$ cat config.mk
export PLATFORM = sky130hd
export DESIGN_NAME = rpm_ctrl
export DESIGN_NICKNAME = d
export VERILOG_FILES = /design/src/core/rpm_pkg.sv /design/src/core/rpm_ctrl.sv
export VERILOG_INCLUDE_DIRS = /design/src /design/src/core
export SDC_FILE = /design/constraint.sdc
export NUM_CORES = 1
export LEC_CHECK = 0
export ABC_AREA = 1
export BUFFER_PORTS_ARGS = -buffer_cell sky130_fd_sc_hd__buf_2
export CAP_MARGIN = 20
export CORE_UTILIZATION = 53
export DETAILED_ROUTE_END_ITERATION = 6
export PLACE_DENSITY = 0.8
export SYNTH_ARGS = -nofsm -noshare
export SYNTH_HDL_FRONTEND = slang
export SYNTH_SLANG_ARGS = --single-unit
$ cat constraint.sdc
create_clock -name clk -period 1.8 [get_ports clk]
set_clock_uncertainty 0.05 [all_clocks]
set_input_delay 0.18 -clock clk [delete_from_list [all_inputs] [get_ports clk]]
set_output_delay 0.18 -clock clk [all_outputs]
set_load 0.01 [all_outputs]
$ cat src/core/rpm_consts.svh
`ifndef RPM_CONSTS_SVH
`define RPM_CONSTS_SVH
// register map (index == byte address, one word each)
`define RPM_PWR_CTRL_ADDR 8'h00
`define RPM_STATUS_ADDR 8'h04
`define RPM_CLK_CTRL_ADDR 8'h08
// power control register fields
`define RPM_IDLE_BIT 0
`define RPM_PDOWN_BIT 1
`define RPM_GF0_BIT 2
`define RPM_GF1_BIT 3
// status register fields
`define RPM_ST_RST_BIT 0
`define RPM_ST_IDLE_BIT 1
`define RPM_ST_PDOWN_BIT 2
`define RPM_ST_WAKE_BIT 3
// clock control field
`define RPM_DIV2_BIT 0
// timing counts in clock periods
`define RPM_PWR_WAIT_CYC 1024
`define RPM_WDOG_PULSE_CYC 96
`define RPM_WAKE_GRACE_CYC 4
`endif

$ cat src/core/rpm_pkg.sv
package rpm_pkg;
    // power mode states
    typedef enum logic [1:0] {
        MODE_RUN,
        MODE_IDLE,
        MODE_PDOWN,
        MODE_WAKE_RST
    } rpm_mode_t;

    // reset source requests
    typedef struct packed {
        logic pwr_mon;
        logic hw_wdog;
        logic arr_wdog;
        logic pin;
    } rpm_rst_src_t;
endpackage
$ cat src/core/rpm_ctrl.sv
// The strobed register port and the register addresses were decided locally.
`timescale 1ns/1ps
`include "rpm_consts.svh"

module rpm_ctrl #(
    parameter int PWR_WAIT = `RPM_PWR_WAIT_CYC,
    parameter int WDOG_PULSE = `RPM_WDOG_PULSE_CYC,
    parameter int WAKE_GRACE = `RPM_WAKE_GRACE_CYC
) (
    // clock and reset
    input wire logic clk,
    input wire logic arst_n,
    // register port
    input wire logic [7:0] reg_addr,
    input wire logic [31:0] reg_wdata,
    input wire logic reg_wr,
    input wire logic reg_rd,
    output logic [31:0] reg_rdata,
    // reset sources
    input wire logic supply_ok,
    input wire logic xtal_ok,
    input wire logic hw_wdog_expire,
    input wire logic arr_wdog_reset,
    // reset pin, one-way drive: oe low while pulling it high
    input wire logic rst_pin_in,
    output logic rst_pin_out,
    output logic rst_pin_oe,
    // interrupt logic
    input wire logic irq_pending,
    input wire logic ext_irq_pending,
    output logic wake_irq,
    // cpu side
    input wire logic instr_done,
    output logic cpu_clk_en,
    output logic periph_clk_en,
    output logic osc_enable,
    output logic core_rst,
    output logic fetch_from_zero,
    output logic ram_access_en,
    output logic port_access_en
);
    initial begin
        if (PWR_WAIT < 1 || WDOG_PULSE < 1 || WAKE_GRACE < 1)
            $error("rpm_ctrl: counts must be positive");
        if (PWR_WAIT > 65535 || WDOG_PULSE > 65535 || WAKE_GRACE > 255)
            $error("rpm_ctrl: counts exceed counter width");
    end

    rpm_pkg::rpm_mode_t mode_reg; // current power mode
    logic idle_request_bit_reg; // readable idle request
    logic power_down_request_bit_reg; // readable power-down request
    logic general_flag_zero_reg; // software flag
    logic general_flag_one_reg; // software flag
    logic div2_reg; // clock doubler setting: 1 divides by two
    logic div_phase_reg; // divider toggle
    logic pend_idle_reg; // idle request waiting for instr end
    logic pend_pdown_reg; // power-down request waiting
    logic [15:0] pwr_cnt_reg; // power monitor settle counter
    logic pwr_rst_reg; // power monitor reset request
    logic [15:0] wdog_cnt_reg; // watchdog pulse counter
    logic [7:0] grace_cnt_reg; // wake-by-reset grace counter
    logic wake_seen_reg; // sticky: woke from low power
    logic pwr_ctrl_hit; // write decode
    logic clk_ctrl_hit; // write decode
    rpm_pkg::rpm_rst_src_t src; // bundled reset requests
    logic pin_high; // external reset level
    logic div_tick; // one-cycle enable of the divided clock

    // decode shared by read and write paths
    function automatic logic addr_is(input logic [7:0] a,
        input logic [7:0] ref_a);
        addr_is = (a == ref_a);
    endfunction

    assign pwr_ctrl_hit = reg_wr && addr_is(reg_addr, `RPM_PWR_CTRL_ADDR);
    assign clk_ctrl_hit = reg_wr && addr_is(reg_addr, `RPM_CLK_CTRL_ADDR);
    // the pin reads back our own pull too, so watchdog pulses count
    assign pin_high = rst_pin_in;

    // power monitor: reset until supply and crystal valid, then wait
    always_ff @(posedge clk or negedge arst_n)
    begin
        if (!arst_n)
        begin
            pwr_cnt_reg <= 16'h0000;
            pwr_rst_reg <= 1'b1;
        end
        else if (!supply_ok || !xtal_ok)
        begin
            // supply fault asserts at once
            pwr_cnt_reg <= 16'h0000;
            pwr_rst_reg <= 1'b1;
        end
        else if (pwr_rst_reg)
        begin
            if (pwr_cnt_reg == 16'(PWR_WAIT - 1))
                pwr_rst_reg <= 1'b0;
            else
                pwr_cnt_reg <= pwr_cnt_reg + 16'h0001;
        end
    end

    // watchdog pulse on the reset pin
    always_ff @(posedge clk or negedge arst_n)
    begin
        if (!arst_n)
            wdog_cnt_reg <= 16'h0000;
        else if (hw_wdog_expire)
            wdog_cnt_reg <= 16'(WDOG_PULSE);
        else if (wdog_cnt_reg != 16'h0000)
            wdog_cnt_reg <= wdog_cnt_reg - 16'h0001;
    end

    // pull the pin while counting; released otherwise
    // reset is high active, so the pulse drives the pin high
    assign rst_pin_out = 1'b1;
    assign rst_pin_oe = (wdog_cnt_reg == 16'h0000);

    // reset combining: a level, so any source holds it
    // a supply or crystal fault resets at once, not one edge later
    assign src.pwr_mon = pwr_rst_reg || !supply_ok || !xtal_ok;
    assign src.hw_wdog = (wdog_cnt_reg != 16'h0000);
    assign src.arr_wdog = arr_wdog_reset;
    assign src.pin = pin_high;
    assign core_rst = |src;

    // wake grace: a reset-pin wake lets the cpu run a few cycles
    always_ff @(posedge clk or negedge arst_n)
    begin
        if (!arst_n)
            grace_cnt_reg <= 8'h00;
        else if (pin_high && (mode_reg == rpm_pkg::MODE_IDLE ||
            mode_reg == rpm_pkg::MODE_PDOWN))
            grace_cnt_reg <= 8'(WAKE_GRACE);
        else if (grace_cnt_reg != 8'h00)
            grace_cnt_reg <= grace_cnt_reg - 8'h01;
    end

    // mode machine; reset pin level clears modes without a clock edge
    always_ff @(posedge clk or negedge arst_n)
    begin
        if (!arst_n)
        begin
            mode_reg <= rpm_pkg::MODE_RUN;
            pend_idle_reg <= 1'b0;
            pend_pdown_reg <= 1'b0;
            wake_seen_reg <= 1'b0;
        end
        else
        begin
            // read clear first, so a wake in the same cycle wins
            if (addr_is(reg_addr, `RPM_STATUS_ADDR) && reg_rd)
                wake_seen_reg <= 1'b0;
            case (mode_reg)
                rpm_pkg::MODE_RUN:
                begin
                    if (core_rst)
                    begin
                        // any reset drops requests still waiting
                        pend_pdown_reg <= 1'b0;
                        pend_idle_reg <= 1'b0;
                    end
                    else if (pwr_ctrl_hit)
                    begin
                        // power-down wins when both are written
                        pend_pdown_reg <= reg_wdata[`RPM_PDOWN_BIT];
                        pend_idle_reg <= reg_wdata[`RPM_IDLE_BIT] &&
                            !reg_wdata[`RPM_PDOWN_BIT];
                    end
                    else if (instr_done && pend_pdown_reg)
                    begin
                        mode_reg <= rpm_pkg::MODE_PDOWN;
                        pend_pdown_reg <= 1'b0;
                    end
                    else if (instr_done && pend_idle_reg)
                    begin
                        mode_reg <= rpm_pkg::MODE_IDLE;
                        pend_idle_reg <= 1'b0;
                    end
                end
                rpm_pkg::MODE_IDLE:
                begin
                    if (pin_high)
                    begin
                        mode_reg <= rpm_pkg::MODE_WAKE_RST;
                        wake_seen_reg <= 1'b1;
                    end
                    else if (irq_pending)
                    begin
                        // back to run; cpu resumes via its isr
                        mode_reg <= rpm_pkg::MODE_RUN;
                        wake_seen_reg <= 1'b1;
                    end
                end
                rpm_pkg::MODE_PDOWN:
                begin
                    if (pin_high)
                    begin
                        mode_reg <= rpm_pkg::MODE_WAKE_RST;
                        wake_seen_reg <= 1'b1;
                    end
                    else if (ext_irq_pending)
                    begin
                        // never falls into idle afterwards
                        mode_reg <= rpm_pkg::MODE_RUN;
                        wake_seen_reg <= 1'b1;
                    end
                end
                rpm_pkg::MODE_WAKE_RST:
                begin
                    // ends when grace is over and reset has let go
                    if (grace_cnt_reg == 8'h00 && !core_rst)
                        mode_reg <= rpm_pkg::MODE_RUN;
                end
                default:
                    mode_reg <= rpm_pkg::MODE_RUN;
            endcase
        end
    end

    // readable request bits; pin clears them combinationally
    assign idle_request_bit_reg = (mode_reg == rpm_pkg::MODE_IDLE) &&
        !pin_high;
    assign power_down_request_bit_reg =
        (mode_reg == rpm_pkg::MODE_PDOWN) && !pin_high;

    // software flags and clock doubler setting
    always_ff @(posedge clk or negedge arst_n)
    begin
        if (!arst_n)
        begin
            general_flag_zero_reg <= 1'b0;
            general_flag_one_reg <= 1'b0;
            div2_reg <= 1'b0;
        end
        else
        begin
            if (pwr_ctrl_hit)
            begin
                general_flag_zero_reg <= reg_wdata[`RPM_GF0_BIT];
                general_flag_one_reg <= reg_wdata[`RPM_GF1_BIT];
            end
            if (clk_ctrl_hit)
                div2_reg <= reg_wdata[`RPM_DIV2_BIT];
        end
    end

    // divide-by-two enable, independent of the power modes
    always_ff @(posedge clk or negedge arst_n)
    begin
        if (!arst_n)
            div_phase_reg <= 1'b0;
        else
            div_phase_reg <= !div_phase_reg;
    end
    assign div_tick = !div2_reg || div_phase_reg;

    // clock gating: enables freeze state, nothing is cleared
    assign cpu_clk_en = div_tick && (idle_request_bit_reg == 1'b0) &&
        (power_down_request_bit_reg == 1'b0);
    assign periph_clk_en = div_tick && !power_down_request_bit_reg;
    assign osc_enable = !power_down_request_bit_reg;
    assign wake_irq = (mode_reg == rpm_pkg::MODE_IDLE && irq_pending) ||
        (mode_reg == rpm_pkg::MODE_PDOWN && ext_irq_pending);
    assign fetch_from_zero = core_rst;
    // ram locked while a reset wake-up runs, ports stay usable
    assign ram_access_en = (mode_reg != rpm_pkg::MODE_WAKE_RST);
    assign port_access_en = 1'b1;

    // read data, one cycle after the strobe
    always_ff @(posedge clk or negedge arst_n)
    begin
        if (!arst_n)
            reg_rdata <= 32'h0000_0000;
        else if (reg_rd)
        begin
            reg_rdata <= 32'h0000_0000;
            if (addr_is(reg_addr, `RPM_PWR_CTRL_ADDR))
            begin
                reg_rdata[`RPM_IDLE_BIT] <= idle_request_bit_reg ||
                    pend_idle_reg;
                reg_rdata[`RPM_PDOWN_BIT] <= power_down_request_bit_reg ||
                    pend_pdown_reg;
                reg_rdata[`RPM_GF0_BIT] <= general_flag_zero_reg;
                reg_rdata[`RPM_GF1_BIT] <= general_flag_one_reg;
            end
            else if (addr_is(reg_addr, `RPM_STATUS_ADDR))
            begin
                reg_rdata[`RPM_ST_RST_BIT] <= core_rst;
                reg_rdata[`RPM_ST_IDLE_BIT] <= idle_request_bit_reg;
                reg_rdata[`RPM_ST_PDOWN_BIT] <= power_down_request_bit_reg;
                reg_rdata[`RPM_ST_WAKE_BIT] <= wake_seen_reg;
            end
            else if (addr_is(reg_addr, `RPM_CLK_CTRL_ADDR))
                reg_rdata[`RPM_DIV2_BIT] <= div2_reg;
        end
    end
endmodule

# Word level (Yosys, flattened, before mapping)
# Cells that the tools add are included.
# classes
n_addsub,3
eq_ne,15
muxes,37
bitwise_logic,2
reduce_logical,47
# ops
op,n
$mux W16,5
$mux W2,9
$mux W1,17
$add A16 B1 Y16 const B,1
$eq A16 B10 Y1 const B,1
$logic_not A16 Y1,1
$logic_not A8 Y1,2
$mux W8,2
$reduce_bool A16 Y1,1
$sub A16 B1 Y16 const B,1
$logic_and A1 B1 Y1,15
$ne A3 B3 Y1 const B,4
$ne A2 B2 Y1 const B,5
$eq A8 B3 Y1 const B,1
$eq A8 B4 Y1 const B,1
$logic_not A1 Y1,8
$logic_or A1 B1 Y1,8
$pmux W2 S4,1
$reduce_bool A8 Y1,1
$sub A8 B1 Y8 const B,1
$reduce_and A6 Y1,1
$reduce_bool A2 Y1,3
$reduce_bool A3 Y1,2
$eq A2 B2 Y1 const B,2
other kinds (9),11
# word_totals
ff_bits,54
inputBits,52
word_cells,117

# Logic depth before layout (Yosys ltp)
# Gate-level depths: netlist of the first run.
# depth
ltp_word,8
depth_mapped,11
ltp_nobuf,11

# Worst setup path after synthesis of the first run
# Ideal clock, no wire load.
# synth_timing
kind,register to register
from,register wdog_cnt_reg[0]
to,register reg_rdata[0]
setup_ns,0.123
t_arrival_ns,1.467
setup_slack_ns,0.160
stages_incl_launch_ff,12
n_path_buf,0
path_cell_list,dfrtp_1 -> inv_1 -> ha_1 -> nand2_1 -> nor2_1 -> nand2_1 -> nor2_4 -> nand2_1 -> nand2_1 -> inv_1 -> o21ai_0 -> nand2_1
# synth_via
elab_chain_cells,4
# synth_rtl
element,line_no,rtl
"start, declared",rpm_ctrl.sv:60,logic [15:0] wdog_cnt_reg;
"start signal, assigned",rpm_ctrl.sv:109,wdog_cnt_reg <= 16'(WDOG_PULSE);
"start signal, assigned",rpm_ctrl.sv:111,wdog_cnt_reg <= wdog_cnt_reg - 16'h0001;
$reduce_bool A16 Y1,rpm_ctrl.sv:122,assign src.hw_wdog = (wdog_cnt_reg != 16'h0000);
$reduce_or A4 Y1,rpm_ctrl.sv:125,assign core_rst = |src;
net core_rst,rpm_ctrl.sv:37,"output logic core_rst,"
$mux W1,rpm_ctrl.sv:287,"else if (addr_is(reg_addr, `RPM_STATUS_ADDR))"
$mux W4,rpm_ctrl.sv:278,"if (addr_is(reg_addr, `RPM_PWR_CTRL_ADDR))"
"end signal, assigned by index",rpm_ctrl.sv:280,reg_rdata[`RPM_IDLE_BIT] <= idle_request_bit_reg ||
"end signal, assigned by index",rpm_ctrl.sv:289,reg_rdata[`RPM_ST_RST_BIT] <= core_rst;
"end signal, assigned by index",rpm_ctrl.sv:290,reg_rdata[`RPM_ST_IDLE_BIT] <= idle_request_bit_reg;
"end, declared",rpm_ctrl.sv:18,"output logic [31:0] reg_rdata,"
# The timed path passes the listed nets, and every way through them passes these cells.
# A chain may end at the register's enable or synchronous reset.

# Final worst setup path of the first run
# layout_timing
from,register wdog_cnt_reg[0]
to,output port core_rst
# layout_via
elab_chain_cells,2
# layout_rtl
element,line_no
$reduce_bool A16 Y1,rpm_ctrl.sv:122
$reduce_or A4 Y1,rpm_ctrl.sv:125
"end, declared",rpm_ctrl.sv:37
# No other way between the ends.

==> results of run 1 <==
routing by layer:
layer / wire [um] / GRT usage [%] / vias to the layer above / share of wire (%)
li1: - / - / 1597 / -
met1: 3226 / 28.71 / 1444 / 45
met2: 3516 / 36.21 / 88 / 49
met3: 346 / 3.956 / 5 / 4.8
met4: 58 / 5.799 / 0 / 0.81
met5: 0 / 0 / - / 0
final cells by class:
cell class / instances / area, um2 / share of cell area [%]
clock buffers: 5 / 68.82 / 1.752
clock inverters: 3 / 40.04 / 1.019
inverters: 68 / 255.2 / 6.497
multi-input cells: 356 / 1807 / 45.99
flip-flops and latches: 54 / 1353 / 34.43
well taps: 77 / 96.34 / 2.452
repair buffers: 50 / 309.0 / 7.866
per-stage QoR:
step           util (%)  TNS (ps)  cells
6_report          61.17    -6.934    613
5_1_grt           61.17    -239.9    613
4_1_cts           60.49         0    611
3_5_place_dp      57.94         0    598
3_3_place_gp      57.94         0    598
2_1_floorplan         -         0    513
final timing paths:
check	to	cells after the start
min reg2reg	div_phase_reg	1
max	core_rst	8
min in group asynchronous	pwr_cnt_reg[2]	2
max in group asynchronous	mode_reg[1]	3
max reg2reg	wdog_cnt_reg[14]	10
min	general_flag_zero_reg	3
cell usage in the layout, fill, tap and decap left out, types with 4 or more instances in the layout:
cell,instances
clkbuf_8,5
dfrtp_1,53
nand4_1,13
inv_2,4
o21ai_0,23
conb_1,30
nor3_1,18
buf_4,13
nor2_2,4
buf_2,34
nand2_1,100
nand2_2,9
inv_1,63
a21oi_1,16
o21ai_2,8
ha_1,8
nor2_1,56
xor2_1,7
nand3_1,36
repair_timing:
action | 4_1_cts | 5_1_grt
buffers inserted | 4 | 2
setup endpoints to repair | 3 | 17
pin swaps | 2 | 3
hold buffers | 1 | 0
resized for setup | 5 | 10
hold endpoints to repair | 20 | 0
cells by family after synthesis:
| logic type | count (synthesis) | share of synthesized area [%] |
|---|---|---|
| AND/OR/NAND/NOR | 248 | 31.24 |
| buffers and inverters | 103 | 15.19 |
| AO/OA/AOI/OAI | 59 | 9.709 |
| flip-flops | 54 | 38.02 |
| XOR/XNOR | 10 | 2.462 |
| adder cells (fa/ha/maj) | 9 | 3.166 |
| other | 2 | 0.2111 |
report_power, final:
part           total [uW]  internal [uW]  leakage (uW)  switching (uW)
registers            1270           1240      0.000706            21.8
logic                 311            107       0.00130             204
clock network         802            410     0.0000579             392
worst min-delay path, delay by kind of cell:
family        cells  cell delay, ps
buf+inv           1              90
simple gates      2              80
==> run metrics, run 1 <==
CP Class=flop to output pin; Design Area, Final=3929 um2; Post-DP Area=between 3000 and 4000 um2; fin nets=596; clock transition at the registers of the reported paths=roughly 100 ps; final max-slew violation count=0; mean number of vias per cell=5.113; hold slack=20.94 ps; mapped cell area=3557 um2; dpl ws=around 75 ps; clock latency on the worst-skew pair=310 ps; top cells by area, synth=dfrtp_1 37%, nand2_1 11%, inv_1 6.9%; unrepaired setup endpoints after global routing=true; clk buf depth=2; min Tclk post-route=approximately 1800 ps; final worst slack=-6.934 ps; number of routed nets with antenna violations=0; port bufs=35; drt total wl=7.147 mm; total congestion overflow=0; flops & latches, synth=54; Worst Path Buf+Inv=2; failing checks=DRC, setup timing; setup slack, reg-to-reg=around 100 ps; Seq/Total Area, Yosys=roughly two fifths; min-delay src=reg_wdata[2]; FP Rows=29; number of flops mapped to enable cells by yosys=0; Worst EP required=1570 ps; Yosys top cell by area=dfrtp_1; die area=between 7000 and 8000 um2; routed vias=3134; YS warnings=0; critical path fanouts, max=4; Critical R2R Launch=wdog_cnt_reg[0]; CP max stage delay=400 ps; core area=6422 um2; Slowest cell on crit path=dfrtp_1; most instantiated cells after synthesis=104 x nand2_1, 65 x inv_1, 60 x nor2_1, 53 x dfrtp_1, 36 x nand3_1; status=complete, but fails checks; Mean Syn Cell Area=7.334 um2; Worst Tran Pin Value=532.4 ps; Post-synth top flop=dfrtp_1; drt initial violations=220; VDD IR max=between 0.3 and 0.4 mV; wire per inst=11.66 um; signal arrival time at the worst endpoint=1580 ps; CTS Buf Count=5; vias in the first global route=2845; most used cell, CP=nand2_2; Placer Congestion=0.8786; layout cells sized above 1=17.72%; Tot GR Track Use=21.59%; Leak=0.002068 uW; pwr dens=between 600 and 700 nW/um2; global-route wire length before repair=roughly 12 mm; worst-path cell chain=inv_2 > ha_4 > nand2_2 > nor2_2 > nand2_2 > nor2_4 > nand2_2 > buf_2; top-count cell post-synth=nand2_1; worst min-delay path class=input pin to flop; CP top delay family=simple AND/OR/NAND/NOR gates; largest net degree at the start of global routing=34; CP startpoint kind=flop; Die W=83.93 um; Starting Density=55.39%; final hold vios=0; endpoint class of the critical path=output pin; io pins=94; CTS tree=done; Die Y-Extent=83.93 um; period utilisation layout=100.4%; post-synth cell types=35; MaxCap Viol Count=0; Final Total Pwr=2378 uW; Achievable Freq=553.4 MHz; antenna fix cells=0; CTS root buf=clkbuf_8; CP startpoint=wdog_cnt_reg[0]; antenna violations before repair=0; Fill cells=576; CTS sink cnt=54; post-detail-place hpwl=5.406 mm; # DRC=8; post-synthesis cell count=roughly 490; # setup viols final=1; Layout area overhead=10.45%; H-tree Lvls=2; top-area cell type share of the netlist area=~37%; fraction of registers with async set/reset=100.0%; TritonRoute pass-1 iters=7; Max-Slew Margin vs Limit=between 60% and 70%
(Power assumes the default switching activity.)
==> run 2: changes to the inputs <==
ABC_AREA = not set   (was 1)
CORE_UTILIZATION = 52   (was 53)
==> run metrics, run 2 <==
status=complete, but fails checks; failing checks=setup timing; CTS tree=done; total congestion overflow=0 (unchanged); Starting Density=54.47% (-0.91 points); flops & latches, synth=54 (unchanged); clk buf depth=2 (unchanged); top-area cell type share of the netlist area=40.88% (+3.6 points); Mean Syn Cell Area=9.191 um2 (+25%); FP Rows=28 (-3.4%); final non-filler cell total=540 (-12%); CP Class=flop to flop; layout cells sized above 1=39.14% (+21 points); wire per inst=17.27 um (+48%); total negative slack=-4522 ps (-4515 ps); mapped cell area=3244 um2 (-8.8%); number of routed nets with antenna violations=0 (unchanged); antenna fix cells=0 (unchanged); drt total wl=9.324 mm (+30%); final worst slack=-303.3 ps (-296.3 ps); die area=6559 um2 (-6.9%); fin nets=525 (-12%); YS warnings=0 (unchanged); Yosys top cell by area=dfrtp_1; post-synth cell types=53 (+51%); pwr dens=561.7 nW/um2 (-7.2%); Power Internal=1803 uW (+2.4%); sw power=684.2 uW (+11%); TritonRoute pass-1 iters=4 (-3); min Tclk post-route=2103 ps (+296.3 ps); number of flops mapped to enable cells by yosys=0 (unchanged); Seq/Total Area, Yosys=41.69% (+3.7 points); endpoint class of the critical path=flop; final hold vios=0 (unchanged); routed vias=3074 (-1.9%); port bufs=35 (unchanged); mean number of vias per cell=5.693 (+11%); period utilisation layout=116.8% (+16 points); Layout area overhead=36.48%; global-route wire length before repair=12.52 mm (+0.78%); signal arrival time at the worst endpoint=2250 ps (+670 ps); largest net degree at the start of global routing=33 (-2.9%); Final Total Pwr=2487 uW (+4.6%); post-detail-place hpwl=5.158 mm (-4.6%); most instantiated cells after synthesis=53 x dfrtp_1, 36 x nor2_1, 32 x buf_4, 25 x nand3_1, 19 x inv_1; Placer Congestion=0.8337 (-5.1%); sequential share of power=51.3% (-1.9 points); commonest cells after routing, fill and taps aside=66 x buf_4, 52 x dfrtp_1, 34 x nor2_1; Tot GR Track Use=24.99% (+3.4 points); final max-slew violation count=0 (unchanged); clock share of power=27.8% (-5.9 points); Leak=0.002056 uW (-0.59%); VDD IR max=0.3126 mV (-22%); Die Y-Extent=80.99 um (-3.5%); # setup viols final=30 (+29); critical path fanouts, max=2 (-2); core area=5956 um2 (-7.3%); unrepaired setup endpoints after global routing=true; CTS sink cnt=54 (unchanged); Slowest cell on crit path=dfrtp_1; # DRC=0 (-8); hold slack=59.65 ps (+38.71 ps); placed insts=507 (-15%); top cells by area, synth=dfrtp_1 41%, buf_4 7.4%, nor2_1 4.2%; CTS root buf=clkbuf_8; Post-synth top flop=dfrtp_1; most used cell, CP=buf_4; Achievable Freq=475.5 MHz (-14%); clock transition at the registers of the reported paths=100 ps (about the same); CTS Buf Count=5 (unchanged); Worst EP required=1950 ps (+380 ps); antenna violations before repair=0 (unchanged); io pins=94 (unchanged); worst min-delay path class=input pin to flop; setup slack, reg-to-reg=-300 ps (-400 ps); top-count cell post-synth=dfrtp_1; drt initial violations=231 (+5.0%); fraction of registers with async set/reset=100.0% (unchanged); post-synthesis cell count=353 (-27%); Die W=80.99 um (-3.5%); clock latency on the worst-skew pair=310 ps (about the same); CP max stage delay=400 ps (about the same); H-tree Lvls=2 (unchanged); CP startpoint kind=flop; MaxCap Viol Count=0 (unchanged); switching share of power=27.51% (+1.5 points); Comb pwr share=20.9% (+7.8 points); vias in the first global route=2756 (-3.1%); most common cell after layout, fill and taps aside=buf_4; worst-path cell chain=nor4_2 > buf_4 > nand4_1 > buf_4 > buf_6 > o31ai_4 > nand3_2 > mux2_4
-- run 2: cell count changes in the layout (fill, tap and decap cells not counted), moves of 12 or more --
cell     previous run  this run
buf_4              13        66
buf_6               1        15
inv_1              63        14
nand2_1           100        16
nand3_1            36        22
nor2_1             56        34
o21ai_0            23        11
-- run 2: critical path: cells and delay by family (launching register included) --
kind | cells | cell delay, ps
simple gates | 3 | 570
buf+inv | 3 | 490
compound gates | 1 | 170
mux | 1 | 310
flops | 1 | 400
-- run 2: logic make-up (layout without fill, tap and decap cells) --
kind of cell	Yosys count	in the layout	share of synthesized area, %
and+or+nand+nor	144	144	23.52
buffers and inverters	58	142	10.41
AOI/OAI and AO/OA	55	55	11.69
DFF	54	54	41.69
xor gates and xnor gates	24	24	6.479
adders and majority gates	9	9	3.471
muxes	7	7	2.507
other	2	30	0.2315
-- run 2: layer usage --
metal	routed length [um]	GRT usage, %	vias up
li1	-	-	1388
met3	570	4.494	36
met4	330	10.36	0
met5	0	0	-
met2	4897	45.38	160
met1	3526	28.65	1490
-- run 2: layout make-up --
| class | count | area (um2) |
|---|---|---|
| inverters | 19 | 71.32 |
| well taps | 75 | 93.84 |
| repair buffers | 115 | 854.6 |
| multi-input cells | 269 | 1964 |
| flip-flops and latches | 54 | 1354 |
| fillers | 375 | 1528 |
| clock buffers | 8 | 90.09 |
-- run 2: final timing paths --
path | startpoint | to | cells after the start
worst max-delay path | wdog_cnt_reg[4] | mode_reg[1] | 8
worst min-delay path | reg_wdata[2] | general_flag_zero_reg | 2
worst max register to register | wdog_cnt_reg[4] | mode_reg[1] | 8
worst min register to register | div_phase_reg | div_phase_reg | 1
max in group asynchronous | arst_n | pwr_rst_reg | 3
min in group asynchronous | arst_n | wdog_cnt_reg[6] | 2
-- run 2: stage by stage --
step                      setup slack [ps]  cell area (um2)  util, %
after global placement              -132.2             3812    64.01
after floorplan                     -79.13             3401        -
after CTS                           -189.1             4114    69.08
after global routing                -434.3             4428    74.35
after detailed placement            -187.1             3812    64.01
final                               -303.3             4428    74.35
-- run 2: power groups by stage --
stage	sequential, uW	combinational, uW	clock [uW]
finish	1280	520	692
global route	1280	562	759
CTS	1270	404	704
detailed placement	1290	360	0
global placement	1290	349	0
floorplan	1300	218	0
-- run 2: repair_timing --
item                                    4_1_cts  5_1_grt
resized for setup                            30       46
endpoints found under the setup margin       22       38
endpoints found under the hold margin        53        0
pin swaps                                    10       20
setup buffers                                 8       18
hold buffers                                  1        0
==> run 3: changes to the inputs <==
BUFFER_PORTS_ARGS = -buffer_cell sky130_fd_sc_hd__clkbuf_2   (was -buffer_cell sky130_fd_sc_hd__buf_2)
CTS_BUF_LIST = sky130_fd_sc_hd__clkbuf_8 sky130_fd_sc_hd__clkbuf_16   (was not set)
TNS_END_PERCENT = 50   (was not set)
==> run metrics, run 3 (synthesis gave the netlist of run 2 again) <==
mean number of vias per cell=5.668 (-0.43%); CP Class=flop to output pin; placed insts=507 (unchanged); Starting Density=54.47% (unchanged); Die Y-Extent=80.99 um (unchanged); total negative slack=-4245 ps (+276.9 ps); Placer Congestion=0.8584 (+3.0%); commonest cells after routing, fill and taps aside=62 x buf_4, 52 x dfrtp_1, 33 x nor2_1; io pins=94 (unchanged); Tot GR Track Use=25.58% (+0.60 points); Power Internal=1872 uW (+3.8%); routed vias=3004 (-2.3%); Worst EP required=1570 ps (-380 ps); critical path fanouts, max=3 (+1); unrepaired setup endpoints after global routing=true; # setup viols final=31 (+3.3%); wire per inst=17.21 um (-0.31%); Comb pwr share=18.6% (-2.3 points); period utilisation layout=118.2% (+1.4 points); TritonRoute pass-1 iters=5 (+1); min Tclk post-route=2128 ps (+24.57 ps); sequential share of power=49.3% (-2.0 points); post-detail-place hpwl=5.253 mm (+1.9%); port bufs=35 (unchanged); switching share of power=27.63% (+0.12 points); vias in the first global route=2794 (+1.4%); die area=6559 um2 (unchanged); clk buf depth=2 (unchanged); total congestion overflow=0 (unchanged); final worst slack=-327.8 ps (-24.57 ps); core area=5956 um2 (unchanged); antenna fix cells=0 (unchanged); CTS sink cnt=54 (unchanged); status=complete, but fails checks; MaxCap Viol Count=0 (unchanged); antenna violations before repair=0 (unchanged); H-tree Lvls=2 (unchanged); fin nets=515 (-1.9%); signal arrival time at the worst endpoint=1900 ps (-350 ps); clock latency on the worst-skew pair=310 ps (about the same); Leak=0.001998 uW (-2.8%); worst min-delay path class=input pin to flop; CTS tree=done; pwr dens=600.0 nW/um2 (+6.8%); final max-slew violation count=0 (unchanged); drt total wl=9.123 mm (-2.2%); CP startpoint kind=flop; failing checks=setup timing; most common cell after layout, fill and taps aside=buf_4; FP Rows=28 (unchanged); global-route wire length before repair=12.84 mm (+2.5%); final hold vios=0 (unchanged); Layout area overhead=32.90%; Die W=80.99 um (unchanged); largest net degree at the start of global routing=55 (+67%); CTS root buf=clkbuf_8; CTS Buf Count=5 (unchanged); clock transition at the registers of the reported paths=100 ps (about the same); Achievable Freq=470.0 MHz (-1.2%); VDD IR max=0.3429 mV (+9.7%); number of routed nets with antenna violations=0 (unchanged); layout cells sized above 1=37.80% (-1.3 points); sw power=714.8 uW (+4.5%); # DRC=0 (unchanged); endpoint class of the critical path=output pin; drt initial violations=160 (-31%); final non-filler cell total=530 (-1.9%); clock share of power=32.1% (+4.3 points)
## run 3: per-layer routing
| layer | part of all wire (%) | vias up | global-route usage, % |
|---|---|---|---|
| met5 | 0 | - | 0 |
| met4 | 3.6 | 0 | 9.286 |
| met3 | 3.6 | 33 | 4.045 |
| met2 | 54 | 109 | 46.47 |
| met1 | 38 | 1499 | 30.24 |
| li1 | - | 1363 | - |
## run 3: timing repair
action,4_1_cts,5_1_grt
pin swaps,18,16
gates resized for setup,36,32
hold buffers,1,0
hold endpoints to repair,53,0
setup endpoints to repair,24,38
buffers inserted,10,6
## run 3: final timing paths
path,depth (start not counted),end,from,slack [ps]
setup reg to reg,7,mode_reg[1],wdog_cnt_reg[4],-310
hold reg to reg,1,div_phase_reg,div_phase_reg,380
setup / recovery,7,core_rst,wdog_cnt_reg[4],-330
min in group asynchronous,3,wdog_cnt_reg[7],arst_n,340
hold / removal,2,general_flag_one_reg,reg_wdata[3],50
max in group asynchronous,3,pwr_rst_reg,arst_n,1050
## run 3: metrics by stage
step | instance area, um2 | setup WS, ps | hold WS, ps | power (uW) | util, %
after global placement | 3821 | -141.0 | 151.6 | 1645 | 64.16
after global routing | 4312 | -392.8 | 41.81 | 2667 | 72.40
after CTS | 4154 | -221.8 | 45.84 | 2509 | 69.75
final | 4312 | -327.8 | 45.28 | 2587 | 72.40
after detailed placement | 3821 | -179.4 | 155.2 | 1656 | 64.16
after floorplan | 3397 | -79.13 | -165.6 | 1516 | -
## run 3: power groups by stage
stage	combinational, uW	sequential [uW]	clock (uW)
2_1_floorplan	218	1300	0
3_3_place_gp	357	1290	0
3_5_place_dp	367	1290	0
4_1_cts	416	1270	822
5_1_grt	519	1280	871
6_report	480	1280	830
## run 3: cell type report
class / instances / area [um2]
inverters: 19 / 73.82
well taps: 75 / 93.84
flip-flops and latches: 54 / 1354
clock inverters: 3 / 40.04
multi-input cells: 269 / 1924
repair buffers: 105 / 757.0
clock buffers: 5 / 68.82
fillers: 401 / 1644
## run 3: critical path, cell delays in order (launching register included)
cell and delay [ps]:
dfrtp_1 420, nor4_2 320, buf_4 170, nand4_1 190, buf_6 200, nor2_4 100, inv_2 60, buf_6 120
